File: config.mk
export PLATFORM = sky130hd
export DESIGN_NAME = iocr_regs
export DESIGN_NICKNAME = d
export VERILOG_FILES = /design/src/verilog/iocr_pkg.sv /design/src/verilog/iocr_regs.sv
export SDC_FILE = /design/constraint.sdc
export NUM_CORES = 2
export LEC_CHECK = 0
export CAP_MARGIN = 10
export CORE_MARGIN = 2
export CORE_UTILIZATION = 41
export DETAILED_ROUTE_END_ITERATION = 6
export DONT_BUFFER_PORTS = 1
export PLACE_DENSITY = 0.56
export SYNTH_ARGS = -nofsm -noshare
export SYNTH_HDL_FRONTEND = slang
export SYNTH_SLANG_ARGS = --single-unit
export TNS_END_PERCENT = 5
File: constraint.sdc
create_clock -name clock -period 3.6 [get_ports clock]
set_clock_uncertainty 0.1 [all_clocks]
set_input_delay 0.18 -clock clock [delete_from_list [all_inputs] [get_ports clock]]
set_output_delay 0.18 -clock clock [all_outputs]
set_load 0.02 [all_outputs]
File: src/verilog/iocr_pkg.sv
package iocr_pkg;

  localparam int IOCR_AW = 8;
  localparam int IOCR_DW = 8;

  // Register byte offsets.
  localparam logic [7:0] OFS_BUS_CONTROL_FIRST = 8'h00;
  localparam logic [7:0] OFS_BUS_CONTROL_SECOND = 8'h01;
  localparam logic [7:0] OFS_BUS_CONTROL_THIRD = 8'h03;
  localparam logic [7:0] OFS_OWN_BUS_ID = 8'h04;
  localparam logic [7:0] OFS_SYNC_TRANSFER_PARAMS = 8'h05;
  localparam logic [7:0] OFS_DATA_STRUCTURE_BASE = 8'h10;
  localparam logic [7:0] OFS_CHIP_TEST_FIRST = 8'h18;
  localparam logic [7:0] OFS_CHIP_TEST_THIRD = 8'h1B;
  localparam logic [7:0] OFS_CHIP_TEST_FOURTH = 8'h21;
  localparam logic [7:0] OFS_CHIP_TEST_SECOND = 8'h22;
  localparam logic [7:0] OFS_INSTRUCTION_POINTER = 8'h2C;
  localparam logic [7:0] OFS_DMA_MODE_CFG = 8'h38;
  localparam logic [7:0] OFS_DMA_IRQ_ENABLE = 8'h39;
  localparam logic [7:0] OFS_DMA_CONTROL_CFG = 8'h3B;
  localparam logic [7:0] OFS_BUS_IRQ_ENABLE_FIRST = 8'h40;
  localparam logic [7:0] OFS_BUS_IRQ_ENABLE_SECOND = 8'h41;
  localparam logic [7:0] OFS_MEMORY_ACCESS_LOCALITY = 8'h46;
  localparam logic [7:0] OFS_BUS_TIMER_FIRST = 8'h48;
  localparam logic [7:0] OFS_BUS_TIMER_SECOND = 8'h49;
  localparam logic [7:0] OFS_RESPONSE_ID_LOW = 8'h4A;
  localparam logic [7:0] OFS_RESPONSE_ID_HIGH = 8'h4B;
  localparam logic [7:0] OFS_BUS_TEST_FIRST = 8'h4D;
  localparam logic [7:0] OFS_BUS_TEST_SECOND = 8'h4E;
  localparam logic [7:0] OFS_BUS_TEST_THIRD = 8'h4F;
  localparam logic [7:0] OFS_BUS_CONTROL_FOURTH = 8'hBC;

  // Writable-bit masks; all other bits are reserved and read as zero.
  localparam logic [7:0] MSK_BUS_CONTROL_FIRST = 8'hCB;
  localparam logic [7:0] MSK_BUS_CONTROL_SECOND = 8'hA0;
  localparam logic [7:0] MSK_BUS_CONTROL_THIRD = 8'hF7;
  localparam logic [7:0] MSK_OWN_BUS_ID = 8'h6F;
  localparam logic [7:0] MSK_SYNC_TRANSFER_PARAMS = 8'hEF;
  localparam logic [7:0] MSK_CHIP_TEST_FIRST = 8'h07;
  localparam logic [7:0] MSK_CHIP_TEST_THIRD = 8'h03;
  localparam logic [7:0] MSK_CHIP_TEST_FOURTH = 8'h88;
  localparam logic [7:0] MSK_CHIP_TEST_SECOND = 8'h08;
  localparam logic [7:0] MSK_DMA_MODE_CFG = 8'hFC;
  localparam logic [7:0] MSK_DMA_IRQ_ENABLE = 8'h7D;
  localparam logic [7:0] MSK_DMA_CONTROL_CFG = 8'hB9;
  localparam logic [7:0] MSK_BUS_IRQ_ENABLE_FIRST = 8'hFF;
  localparam logic [7:0] MSK_BUS_IRQ_ENABLE_SECOND = 8'h17;
  localparam logic [7:0] MSK_MEMORY_ACCESS_LOCALITY = 8'h0F;
  localparam logic [7:0] MSK_BUS_TIMER_FIRST = 8'hFF;
  localparam logic [7:0] MSK_BUS_TIMER_SECOND = 8'h0F;
  localparam logic [7:0] MSK_FULL = 8'hFF;
  localparam logic [7:0] MSK_BUS_TEST_FIRST = 8'h8C;
  localparam logic [7:0] MSK_BUS_TEST_SECOND = 8'h22;
  localparam logic [7:0] MSK_BUS_TEST_THIRD = 8'h80;
  localparam logic [7:0] MSK_BUS_CONTROL_FOURTH = 8'h80;

  localparam logic [7:0] RST_BYTE = 8'h00;
  localparam logic [31:0] RST_WORD = 32'h0000_0000;

  typedef struct packed {
    logic [1:0] arb_mode;
    logic parity_check_en;
    logic atn_on_parity_err;
    logic target_role;
    logic extra_setup_clk;
    logic no_halt_target;
    logic fast_rate_en;
    logic [2:0] sync_clk_factor;
    logic [2:0] clk_factor;
    logic resel_resp_en;
    logic sel_resp_en;
    logic wide_en;
    logic [2:0] own_id;
    logic [2:0] sync_period;
    logic [3:0] sync_offset;
    logic sync_mode;
    logic highest_speed_en;
  } iocr_bus_cfg_s;

  typedef struct packed {
    logic [1:0] burst_len;
    logic src_io;
    logic dst_io;
    logic read_line_en;
    logic read_mult_en;
    logic cache_line_en;
    logic prefetch_en;
    logic single_step;
    logic irq_pin_mode;
    logic legacy_compat;
    logic host_burst_dis;
    logic master_parity_en;
    logic fetch_pin_mode;
    logic write_inval_en;
    logic [2:0] host_bus_prio;
    logic scratch_ram_mode;
  } iocr_dma_cfg_s;

  typedef struct packed {
    logic [7:0] dma_mask;
    logic [7:0] bus_mask_first;
    logic [7:0] bus_mask_second;
  } iocr_irq_mask_s;

  typedef struct packed {
    logic [3:0] hs_timer_period;
    logic [3:0] sel_timeout;
    logic [3:0] gp_timer_period;
    logic [15:0] response_ids;
  } iocr_timer_cfg_s;

  typedef struct packed {
    logic clk_source;
    logic [1:0] clk_doubler;
    logic differential;
    logic ext_filter;
    logic active_negation;
    logic data_write_far;
    logic data_read_far;
    logic pointer_far;
    logic fetch_far;
  } iocr_phy_cfg_s;

  typedef enum logic [1:0] {
    IOCR_IDLE,
    IOCR_START
  } iocr_run_e;

endpackage : iocr_pkg

File: src/verilog/iocr_regs.sv
`timescale 1ns/1ps
module iocr_regs
  import iocr_pkg::*;
(
  input wire logic clock,
  input wire logic rst_b,
  input wire logic [IOCR_AW-1:0] reg_addr,
  input wire logic reg_wr,
  input wire logic reg_rd,
  input wire logic [IOCR_DW-1:0] reg_wdata,
  output logic [IOCR_DW-1:0] reg_rdata,
  output logic reg_hit,
  output iocr_bus_cfg_s bus_cfg,
  output iocr_dma_cfg_s dma_cfg,
  output iocr_irq_mask_s irq_mask,
  output iocr_timer_cfg_s timer_cfg,
  output iocr_phy_cfg_s phy_cfg,
  output logic [31:0] data_structure_base,
  output logic [31:0] start_address,
  output logic start_pulse,
  output logic running,
  output logic access_test_output_pin,
  input wire logic fetch_active,
  input wire logic pointer_active,
  input wire logic data_read_active,
  input wire logic data_write_active,
  input wire logic engine_halt
);

  // One-byte register space; each masked byte register is an entry here, the two 32-bit registers are not.
  logic [7:0] bytes_ff [0:255];
  logic [31:0] dsa_ff;
  logic [31:0] ip_ff;
  logic start_ff;
  logic [7:0] rdata_ff;
  logic test_pin_ff;
  iocr_run_e run_ff;

  // Offsets that map nothing get an empty mask, so writes there are lost
  // and the same decode tells the read path to return zero.
  function automatic logic [7:0] wmask(input logic [7:0] a);
    logic [7:0] m;
    m = 8'h00;
    unique case (a)
      OFS_BUS_CONTROL_FIRST: m = MSK_BUS_CONTROL_FIRST;
      OFS_BUS_CONTROL_SECOND: m = MSK_BUS_CONTROL_SECOND;
      OFS_BUS_CONTROL_THIRD: m = MSK_BUS_CONTROL_THIRD;
      OFS_OWN_BUS_ID: m = MSK_OWN_BUS_ID;
      OFS_SYNC_TRANSFER_PARAMS: m = MSK_SYNC_TRANSFER_PARAMS;
      OFS_CHIP_TEST_FIRST: m = MSK_CHIP_TEST_FIRST;
      OFS_CHIP_TEST_THIRD: m = MSK_CHIP_TEST_THIRD;
      OFS_CHIP_TEST_FOURTH: m = MSK_CHIP_TEST_FOURTH;
      OFS_CHIP_TEST_SECOND: m = MSK_CHIP_TEST_SECOND;
      OFS_DMA_MODE_CFG: m = MSK_DMA_MODE_CFG;
      OFS_DMA_IRQ_ENABLE: m = MSK_DMA_IRQ_ENABLE;
      OFS_DMA_CONTROL_CFG: m = MSK_DMA_CONTROL_CFG;
      OFS_BUS_IRQ_ENABLE_FIRST: m = MSK_BUS_IRQ_ENABLE_FIRST;
      OFS_BUS_IRQ_ENABLE_SECOND: m = MSK_BUS_IRQ_ENABLE_SECOND;
      OFS_MEMORY_ACCESS_LOCALITY: m = MSK_MEMORY_ACCESS_LOCALITY;
      OFS_BUS_TIMER_FIRST: m = MSK_BUS_TIMER_FIRST;
      OFS_BUS_TIMER_SECOND: m = MSK_BUS_TIMER_SECOND;
      OFS_RESPONSE_ID_LOW: m = MSK_FULL;
      OFS_RESPONSE_ID_HIGH: m = MSK_FULL;
      OFS_BUS_TEST_FIRST: m = MSK_BUS_TEST_FIRST;
      OFS_BUS_TEST_SECOND: m = MSK_BUS_TEST_SECOND;
      OFS_BUS_TEST_THIRD: m = MSK_BUS_TEST_THIRD;
      OFS_BUS_CONTROL_FOURTH: m = MSK_BUS_CONTROL_FOURTH;
      default: m = 8'h00;
    endcase
    return m;
  endfunction : wmask

  function automatic logic word_hit(input logic [7:0] a,
                                    input logic [7:0] base);
    return a[7:2] == base[7:2];
  endfunction : word_hit

  // Byte lane of a 32-bit register picked by the low address bits.
  function automatic logic [7:0] lane_get(input logic [31:0] w,
                                          input logic [1:0] lane);
    return w[lane*8 +: 8];
  endfunction : lane_get

  function automatic logic [31:0] lane_put(input logic [31:0] w,
                                           input logic [1:0] lane,
                                           input logic [7:0] d);
    logic [31:0] r;
    r = w;
    r[lane*8 +: 8] = d;
    return r;
  endfunction : lane_put

  logic dsa_sel;
  logic ip_sel;
  logic byte_sel;
  logic top_ptr_wr;

  assign dsa_sel = word_hit(reg_addr, OFS_DATA_STRUCTURE_BASE);
  assign ip_sel = word_hit(reg_addr, OFS_INSTRUCTION_POINTER);
  assign byte_sel = wmask(reg_addr) != 8'h00;
  assign reg_hit = dsa_sel | ip_sel | byte_sel;
  // Only the top pointer byte launches the program; the lower bytes
  // are plain stores so they can be loaded in any order before it.
  assign top_ptr_wr = reg_wr && ip_sel && (reg_addr[1:0] == 2'h3);

  // Masked bytes reset to zero and hold until rewritten.
  always_ff @(posedge clock or negedge rst_b)
  begin
    if (!rst_b)
    begin
      for (int i = 0; i < 256; i++)
      begin
        bytes_ff[i] <= RST_BYTE;
      end
    end
    else if (reg_wr && byte_sel)
    begin
      bytes_ff[reg_addr] <= reg_wdata & wmask(reg_addr);
    end
  end

  // The 32-bit registers are written a byte lane at a time.
  always_ff @(posedge clock or negedge rst_b)
  begin
    if (!rst_b)
    begin
      dsa_ff <= RST_WORD;
    end
    else if (reg_wr && dsa_sel)
    begin
      dsa_ff <= lane_put(dsa_ff, reg_addr[1:0], reg_wdata);
    end
  end

  // The pointer is a plain store; its side effect lives in the run logic.
  always_ff @(posedge clock or negedge rst_b)
  begin
    if (!rst_b)
    begin
      ip_ff <= RST_WORD;
    end
    else if (reg_wr && ip_sel)
    begin
      ip_ff <= lane_put(ip_ff, reg_addr[1:0], reg_wdata);
    end
  end

  // Execution starts on the write of the top pointer byte, so software
  // loads the low bytes first and the complete address is then seen.
  always_ff @(posedge clock or negedge rst_b)
  begin
    if (!rst_b)
    begin
      start_ff <= 1'b0;
    end
    else
    begin
      start_ff <= top_ptr_wr;
    end
  end

  // A start that meets a halt in the same cycle wins, so a fresh program
  // is never lost to the halt of the one before it.
  always_ff @(posedge clock or negedge rst_b)
  begin
    if (!rst_b)
    begin
      run_ff <= IOCR_IDLE;
    end
    else
    begin
      unique case (run_ff)
        IOCR_IDLE:
        begin
          if (start_ff)
          begin
            run_ff <= IOCR_START;
          end
        end
        IOCR_START:
        begin
          if (engine_halt && !start_ff)
          begin
            run_ff <= IOCR_IDLE;
          end
        end
        default: run_ff <= IOCR_IDLE;
      endcase
    end
  end

  always_ff @(posedge clock or negedge rst_b)
  begin
    if (!rst_b)
    begin
      rdata_ff <= RST_BYTE;
    end
    else if (reg_rd)
    begin
      // The byte then stands until the next read, so a slow host may
      // take it any cycle later.
      if (dsa_sel)
      begin
        rdata_ff <= lane_get(dsa_ff, reg_addr[1:0]);
      end
      else if (ip_sel)
      begin
        rdata_ff <= lane_get(ip_ff, reg_addr[1:0]);
      end
      else if (byte_sel)
      begin
        rdata_ff <= bytes_ff[reg_addr];
      end
      else
      begin
        rdata_ff <= RST_BYTE;
      end
    end
  end

  // Test pin high the cycle after an access that is selected as far.
  always_ff @(posedge clock or negedge rst_b)
  begin
    if (!rst_b)
    begin
      test_pin_ff <= 1'b0;
    end
    else
    begin
      test_pin_ff <= (fetch_active && phy_cfg.fetch_far)
        || (pointer_active && phy_cfg.pointer_far)
        || (data_read_active && phy_cfg.data_read_far)
        || (data_write_active && phy_cfg.data_write_far);
    end
  end

  // Short views of the stored bytes that the field decoders read.
  logic [7:0] b_c0;
  logic [7:0] b_c1;
  logic [7:0] b_c3;
  logic [7:0] b_id;
  logic [7:0] b_sx;
  logic [7:0] b_ct0;
  logic [7:0] b_ct2;
  logic [7:0] b_ct3;
  logic [7:0] b_ct4;
  logic [7:0] b_dm;
  logic [7:0] b_dc;
  logic [7:0] b_mac;
  logic [7:0] b_t0;
  logic [7:0] b_t1;
  logic [7:0] b_s1;
  logic [7:0] b_s2;
  logic [7:0] b_s3;
  logic [7:0] b_c4;

  assign b_c0 = bytes_ff[OFS_BUS_CONTROL_FIRST];
  assign b_c1 = bytes_ff[OFS_BUS_CONTROL_SECOND];
  assign b_c3 = bytes_ff[OFS_BUS_CONTROL_THIRD];
  assign b_id = bytes_ff[OFS_OWN_BUS_ID];
  assign b_sx = bytes_ff[OFS_SYNC_TRANSFER_PARAMS];
  assign b_ct0 = bytes_ff[OFS_CHIP_TEST_FIRST];
  assign b_ct2 = bytes_ff[OFS_CHIP_TEST_SECOND];
  assign b_ct3 = bytes_ff[OFS_CHIP_TEST_THIRD];
  assign b_ct4 = bytes_ff[OFS_CHIP_TEST_FOURTH];
  assign b_dm = bytes_ff[OFS_DMA_MODE_CFG];
  assign b_dc = bytes_ff[OFS_DMA_CONTROL_CFG];
  assign b_mac = bytes_ff[OFS_MEMORY_ACCESS_LOCALITY];
  assign b_t0 = bytes_ff[OFS_BUS_TIMER_FIRST];
  assign b_t1 = bytes_ff[OFS_BUS_TIMER_SECOND];
  assign b_s1 = bytes_ff[OFS_BUS_TEST_FIRST];
  assign b_s2 = bytes_ff[OFS_BUS_TEST_SECOND];
  assign b_s3 = bytes_ff[OFS_BUS_TEST_THIRD];
  assign b_c4 = bytes_ff[OFS_BUS_CONTROL_FOURTH];

  always_comb
  begin
    bus_cfg.arb_mode = b_c0[7:6];
    bus_cfg.parity_check_en = b_c0[3];
    bus_cfg.atn_on_parity_err = b_c0[1];
    bus_cfg.target_role = b_c0[0];
    bus_cfg.extra_setup_clk = b_c1[7];
    // Halt suppression is meaningful only in the target role.
    bus_cfg.no_halt_target = b_c1[5] & b_c0[0];
    bus_cfg.fast_rate_en = b_c3[7];
    bus_cfg.sync_clk_factor = b_c3[6:4];
    bus_cfg.clk_factor = b_c3[2:0];
    bus_cfg.resel_resp_en = b_id[6];
    bus_cfg.sel_resp_en = b_id[5];
    bus_cfg.wide_en = b_id[3];
    bus_cfg.own_id = b_id[2:0];
    bus_cfg.sync_period = b_sx[7:5];
    bus_cfg.sync_offset = b_sx[3:0];
    // A zero offset keeps the bus asynchronous, the reset default.
    bus_cfg.sync_mode = b_sx[3:0] != 4'h0;
    bus_cfg.highest_speed_en = b_c4[7];
  end

  // Host-side options are spread over the DMA and chip test bytes.
  always_comb
  begin
    dma_cfg.burst_len = b_dm[7:6];
    dma_cfg.src_io = b_dm[5];
    dma_cfg.dst_io = b_dm[4];
    dma_cfg.read_line_en = b_dm[3];
    dma_cfg.read_mult_en = b_dm[2];
    dma_cfg.cache_line_en = b_dc[7];
    dma_cfg.prefetch_en = b_dc[5];
    dma_cfg.single_step = b_dc[4];
    dma_cfg.irq_pin_mode = b_dc[3];
    dma_cfg.legacy_compat = b_dc[0];
    dma_cfg.host_burst_dis = b_ct4[7];
    dma_cfg.master_parity_en = b_ct4[3];
    dma_cfg.fetch_pin_mode = b_ct3[1];
    dma_cfg.write_inval_en = b_ct3[0];
    dma_cfg.host_bus_prio = b_ct0[2:0];
    dma_cfg.scratch_ram_mode = b_ct2[3];
  end

  // Masks pass through whole; their reserved positions are stored as zero.
  always_comb
  begin
    irq_mask.dma_mask = bytes_ff[OFS_DMA_IRQ_ENABLE];
    irq_mask.bus_mask_first = bytes_ff[OFS_BUS_IRQ_ENABLE_FIRST];
    irq_mask.bus_mask_second = bytes_ff[OFS_BUS_IRQ_ENABLE_SECOND];
    timer_cfg.hs_timer_period = b_t0[7:4];
    timer_cfg.sel_timeout = b_t0[3:0];
    timer_cfg.gp_timer_period = b_t1[3:0];
    timer_cfg.response_ids = {bytes_ff[OFS_RESPONSE_ID_HIGH],
                              bytes_ff[OFS_RESPONSE_ID_LOW]};
    phy_cfg.clk_source = b_s1[7];
    phy_cfg.clk_doubler = b_s1[3:2];
    phy_cfg.differential = b_s2[5];
    phy_cfg.ext_filter = b_s2[1];
    phy_cfg.active_negation = b_s3[7];
    phy_cfg.data_write_far = b_mac[3];
    phy_cfg.data_read_far = b_mac[2];
    phy_cfg.pointer_far = b_mac[1];
    phy_cfg.fetch_far = b_mac[0];
  end

  // The base is passed on as written; its use before loading is the
  // program's concern.
  assign data_structure_base = dsa_ff;
  assign start_address = ip_ff;
  assign start_pulse = start_ff;
  assign running = run_ff == IOCR_START;
  assign reg_rdata = rdata_ff;
  assign access_test_output_pin = test_pin_ff;

endmodule : iocr_regs

# Word-level counts from Yosys, hierarchy flattened
# Index checks and enable logic that the tools add are counted.
totals:
  in_bits: 25
  out_inout_bits: 186
  elab_cells: 340
  register_bits: 2124
classes:
  bitwise_logic: 5
  n_shift: 4
  eq_ne: 28
  n_mux: 16
  n_lt_le_gt_ge: 2
  reduce_logical: 22
  add_sub_neg: 1
ops:
  columns: ["operator", "count"]
  rows:
  - ["bitwise mux 2048 bit", 1]
  - ["one-hot mux 8 bit (18 select lines)", 1]
  - ["== test 8 x 7 -> 1 bit (second input constant)", 10]
  - ["binary-select mux 8 bit (select 8 bit)", 1]
  - ["bitwise mux 32 bit", 2]
  - ["demux 8 bit (select 8 bit)", 1]
  - ["variable part select 32 x 6 -> 8 bit", 2]
  - ["two-way mux 8 bit", 7]
  - ["== test 8 x 6 -> 1 bit (second input constant)", 5]
  - ["negator 5 -> 34 bit", 1]
  - ["variable shift 8 x 34 -> 32 bit (first input constant)", 1]
  - ["variable part select 8 x 34 -> 32 bit", 1]
  - ["== test 8 x 3 -> 1 bit (second input constant)", 2]
  - ["== test 8 x 5 -> 1 bit (second input constant)", 2]
  - ["logical AND 1 bit", 10]
  - [">= comparator 9 bit (second input constant)", 1]
  - ["less-than comparator 9 x 1 -> 1 bit (second input constant)", 1]
  - ["NOT 8 -> 9 bit", 1]
  - ["AND 8 bit", 1]
  - ["== test 8 x 1 -> 1 bit (second input constant)", 1]
  - ["== test 8 x 2 -> 1 bit (second input constant)", 1]
  - ["== test 8 bit (second input constant)", 1]
  - ["logical NOT 8 bit", 1]
  - ["nonzero test 8 bit", 1]
  - ["17 further kinds", 22]

# Longest topological paths before layout
depth:
  depth_word: 8
  mapped_depth: 18
  mapped_depth_nobuf: 9

# Least setup slack after synthesis
# No wires, ideal clock.
synth_timing:
  path_kind: "input to register"
  from: "input port reg_addr[0]"
  to: "register bytes_ff, in the netlist b_id[0]"
  arrival_time_ns: 3.947
  path_buffers: 9
  setup_time_ns: 0.125
  slack_ns: -0.572
  stages: 16
  cell_sequence: "buf_2 buf_4 buf_2 buf_4 buf_4 buf_2 inv_1 ha_1 clkbuf_1 nand2_1 o221ai_1 or4_1 buf_4 buf_2 nand4_1 mux2_2"
synth_between:
  elab_chain_len: 6
  word_cells_on_any_way: 38
  cone_classes: "order compare (2); eq/ne (22); mux (5); bitwise (2); reduce/logical (7)"
synth_rtl:
  columns: ["item", "line_no", "text"]
  rows:
  - ["start, declared", "iocr_regs.sv:7", "input wire logic [IOCR_AW-1:0] reg_addr,"]
  - ["NOT 8 -> 9 bit (implied by the code) (tied with other cells)", "iocr_regs.sv:118", "bytes_ff[reg_addr] <= reg_wdata & wmask(reg_addr);"]
  - [">= comparator 9 bit (implied by the code) (tied with other cells)", "iocr_regs.sv:118", null]
  - ["logical AND 1 bit (implied by the code) or one-hot mux 8 bit (18 select lines) (tied branches)", "iocr_regs.sv:118, iocr_regs.sv:44", null]
  - ["two-way mux 8 bit (on tied branches)", "iocr_regs.sv:118, iocr_regs.sv:116", null]
  - ["demux 8 bit (select 8 bit) or AND 8 bit (tied branches)", "iocr_regs.sv:118", null]
  - ["bitwise mux 2048 bit", "iocr_regs.sv:118", null]
  - ["end signal, assigned by index", "iocr_regs.sv:118", null]
  - ["end, declared", "iocr_regs.sv:31", "logic [7:0] bytes_ff [0:255];"]
# Several ways; a longest one is shown, not always the timed one. The select of a mux whose other input is x is not followed.
# A chain may end at the register's enable or synchronous reset.

# Worst setup path in the final report
layout_timing:
  from: "input port reg_addr[0]"
  to: "output port reg_hit"
layout_between:
  elab_chain_len: 5
  word_cells_on_any_way: 29
  cone_classes: "eq/ne (22); mux (1); bitwise (1); reduce/logical (5)"
layout_rtl:
  columns: ["item", "line_no", "text"]
  rows:
  - ["== test 8 x 7 -> 1 bit or == test 8 bit (tied branches)", "iocr_regs.sv:44", "unique case (a)"]
  - ["OR reduction 4 bit (no source line) or OR reduction 2 bit (tied branches)", null, null]
  - ["one-hot mux 8 bit (18 select lines) (*)", "iocr_regs.sv:44", null]
  - ["nonzero test 8 bit (*)", "iocr_regs.sv:100", "assign byte_sel = wmask(reg_addr) != 8'h00;"]
  - ["OR 1 bit (*)", "iocr_regs.sv:101", "assign reg_hit = dsa_sel | ip_sel | byte_sel;"]
  - ["end, declared", "iocr_regs.sv:12", "output logic reg_hit,"]
# Every way passes the cells marked *; elsewhere a longest branch is shown, timed or not.

==> results.md <==
* Run status: finished with violations
* Failing checks: hold timing
* Crit path launch type: input port
* Hold buffer count at CTS at 34
* Starting density of the core at 0.412
* Hold Path Class: in -> async
* Skew-Pair Late Insertion Delay at approximately 0.74 ns
* Post-route ant nets at 0
* Routability Congestion at 0.890
* EDFF count, synth at 0
* CTS root buf: clkbuf_16
* Post-synth top area cell: dfrtp_1
* Synth Warn # at 0
* Worst-case vdd ir drop at 0.416 mV
* I/O Buffers at 0
* Required @ worst endpoint at 3.32 ns
* Top cells by area, synth: dfrtp_1, mux4_2, clkbuf_1, mux2_2, buf_4
* Post-synthesis instance total at around 4,000
* Vias in the first global route at a little under 30,000
* Area growth syn-to-layout at 6.14%
* Max_cap viols at 0
* Sequential area share after synthesis at 0.625
* Antenna violations before repair at 9
* RSZ-0062 raised after global routing: no
* Cts bufs inserted at ~140
* Crit path time final at 3.46 ns
* Pwr dens at 545 nW/um^2
* Hold WS at -0.952 ns
* Buf+Inv Stages, Crit Path at 2
* Gr usage total at 0.214
* CP max stage cell: ha_1
* Starting DRT DRC Count at around 2,200
* Final setup fails at 0
* Crit end category: primary output
* Routed wire length at around 140,000 um
* Post-CTS Setup Bufs at 0
* Die ar. at 137,000 um^2
* Crit path max fanout at ~370
* R2R Setup Slk at ~0.36 ns
* Clk buf depth at 3
* Syn Nets at 4,081
* Largest net degree at the start of global routing at 369
* LEAKAGE at roughly 0.028 uW
* Non-Filler Cell Area, Final at ~58,000 um^2
* Period utilisation layout at 0.962
* Final Hold Viols at around 600
* Crit path cell chain: ha_1 > nor3b_1 > or4_1 > o211ai_2 > buf_4 > or4_1 > buf_4 > or3_1
* Via density per instance at 5.34
* Clock Sinks at approximately 1,400
* Worst Tran Pin Value at ~1.2 ns
* Htree depth at 4
* DRC at 0
* Synth cell count leaders: dfrtp_1, clkbuf_1, mux4_2
* CTS clk-pin slew, worst paths at ~0.060 ns
* Total iterations of the first detailed-routing run at 5
* Final HPWL DP at 92,500 um
* Nets at approximately 3,100
* Max Fclk at 0.289 GHz
* Top_reg_cell synth: dfrtp_1
* I/O pins at approximately 210
* CORE AREA at about 130,000 um^2
* Synth top area share at 0.625
* Post-placement cell area at about 53,000 um^2
* Crit path DAT at 3.18 ns
* Detailed-route via count at 26,500
* Layout cells sized above 1 at 0.280
* Setup CP Type: in -> out
* Syn Area/Cell at between 10 and 15 um^2
* Max-slew headroom at 0.179
* Cell Rows at 134
* Die X at roughly 370 um
* Post-Syn Area at around 55,000 um^2
* Max Slew Vio Count at 0
* Cell variety after synth at 79
* Cts repair resizes at 0
* GRT overflow at 0
* Crit-path leading delay family: simple AND/OR/NAND/NOR gates
* Wire per inst at 29.0 um
* Top-count cell post-synth: dfrtp_1
* Global-route wire length before repair at about 210,000 um
* Post-synth ARST share at 1.00
* Die height at roughly 370 um
* Max incr delay on CP at 0.61 ns
* CTS tree: done
* Flops & latches, synth at between 1,000 and 1,500
* Setup_tns at 0 ns
==> state kept, by name, indices dropped and copies added, names as in the netlist, 16 cells and up <==
signal,flops
irq_mask,24
data_structure_base,32
bytes_ff,1108
start_address,32
timer_cfg,16
==> cell families (layout without fill, tap and decap cells) <==
logic type,Yosys count,count (layout),synth area share
adder cells (fa/ha/maj),8,8,0.00183
multiplexers,586,586,0.188
AND/OR/NAND/NOR,517,517,0.0519
AO/OA/AOI/OAI,302,302,0.0376
buffers and inverters,1268,417,0.0963
other,0,1,0
flip-flops,1367,1367,0.625
==> metrics by stage <==
| step | instances | total power, uW | utilization | setup slack (ns) | hold WS (ns) |
|---|---|---|---|---|---|
| 6_report | 4966 | 31700 | 0.437 | 0.136 | -0.952 |
| 3_3_place_gp | 4672 | 16600 | 0.397 | 0.144 | -0.208 |
| 3_5_place_dp | 4672 | 16600 | 0.397 | 0.153 | -0.206 |
| 5_1_grt | 4965 | 32800 | 0.437 | 0.195 | -0.989 |
| 2_1_floorplan | 4048 | 16300 | - | 0.00910 | -0.216 |
| 4_1_cts | 4963 | 32000 | 0.437 | 0.310 | -1.01 |
==> final cells by class <==
type                            count  area [um^2]
Tap cell                         1768         2210
Inverter                            5         20.0
Sequential cell                  1367        34200
Clock buffer                      205         4200
Timing Repair Buffer              155         1440
Antenna cell                        1         2.50
Clock inverter                     52          702
Multi-Input combinational cell   1413        15400
Fill cell                       11500        74800
==> report_power, final <==
| part | internal (uW) | switching, uW | leakage, uW |
|---|---|---|---|
| clock network | 9080 | 6170 | 0.00242 |
| logic | 339 | 652 | 0.00608 |
| registers | 15400 | 46.9 | 0.0191 |
| total | 24800 | 6870 | 0.0276 |
==> worst register-to-register path, stage by stage, from the launching register on <==
cell and delay (ns):
dfrtp_1 0.56, mux4_2 0.62, nand2_1 0.12, a31oi_1 0.23, o311a_1 0.36, dlygate4sd3_1 0.55
nor4_1 0.30, buf_4 0.19, o21ai_0 0.08
==> final timing paths <==
kind / to / cells after the start / start
min in group clock: reg_rdata[5] / 4 / reg_addr[3]
worst min register to register: bytes_ff[623] / 0 / bytes_ff[623]
worst min-delay path: data_structure_base[7] / 0 / rst_b
max in group asynchronous: b_s3[4] / 3 / rst_b
worst max-delay path: reg_hit / 8 / reg_addr[0]
worst max register to register: reg_rdata[6] / 8 / b_t0[6]
==> cells in the final DEF, fill, tap and decap left out, types with 10 or more instances in the layout <==
cell type | synthesis | final
a2111oi_0 | 10 | 10
a211oi_1 | 12 | 12
a21oi_1 | 28 | 28
a221oi_1 | 13 | 13
a22o_1 | 10 | 10
a22oi_1 | 36 | 36
a31oi_1 | 11 | 11
and2_1 | 30 | 30
and3_1 | 12 | 12
buf_4 | 120 | 111
bufinv_16 | 0 | 13
clkbuf_1 | 1075 | 27
clkbuf_16 | 0 | 146
clkbuf_8 | 0 | 32
clkinv_2 | 0 | 25
dfrtp_1 | 1367 | 1367
dlygate4sd3_1 | 0 | 33
mux2_1 | 48 | 48
mux2_2 | 166 | 166
mux2i_1 | 40 | 40
mux4_2 | 332 | 332
nand2_1 | 196 | 194
nand3_1 | 27 | 27
nand4_1 | 22 | 22
nor2_1 | 38 | 37
nor2b_1 | 98 | 95
nor3_1 | 20 | 20
nor4_1 | 11 | 11
o21ai_0 | 87 | 87
o22ai_1 | 31 | 31
==> per-layer routing <==
metal	GRT usage	routed length (um)
met5	0	41
met1	0.293	60600
met3	0.0721	12800
met2	0.325	66200
met4	0.0647	4270
Note: power is estimated with default switching activity, not from simulation.
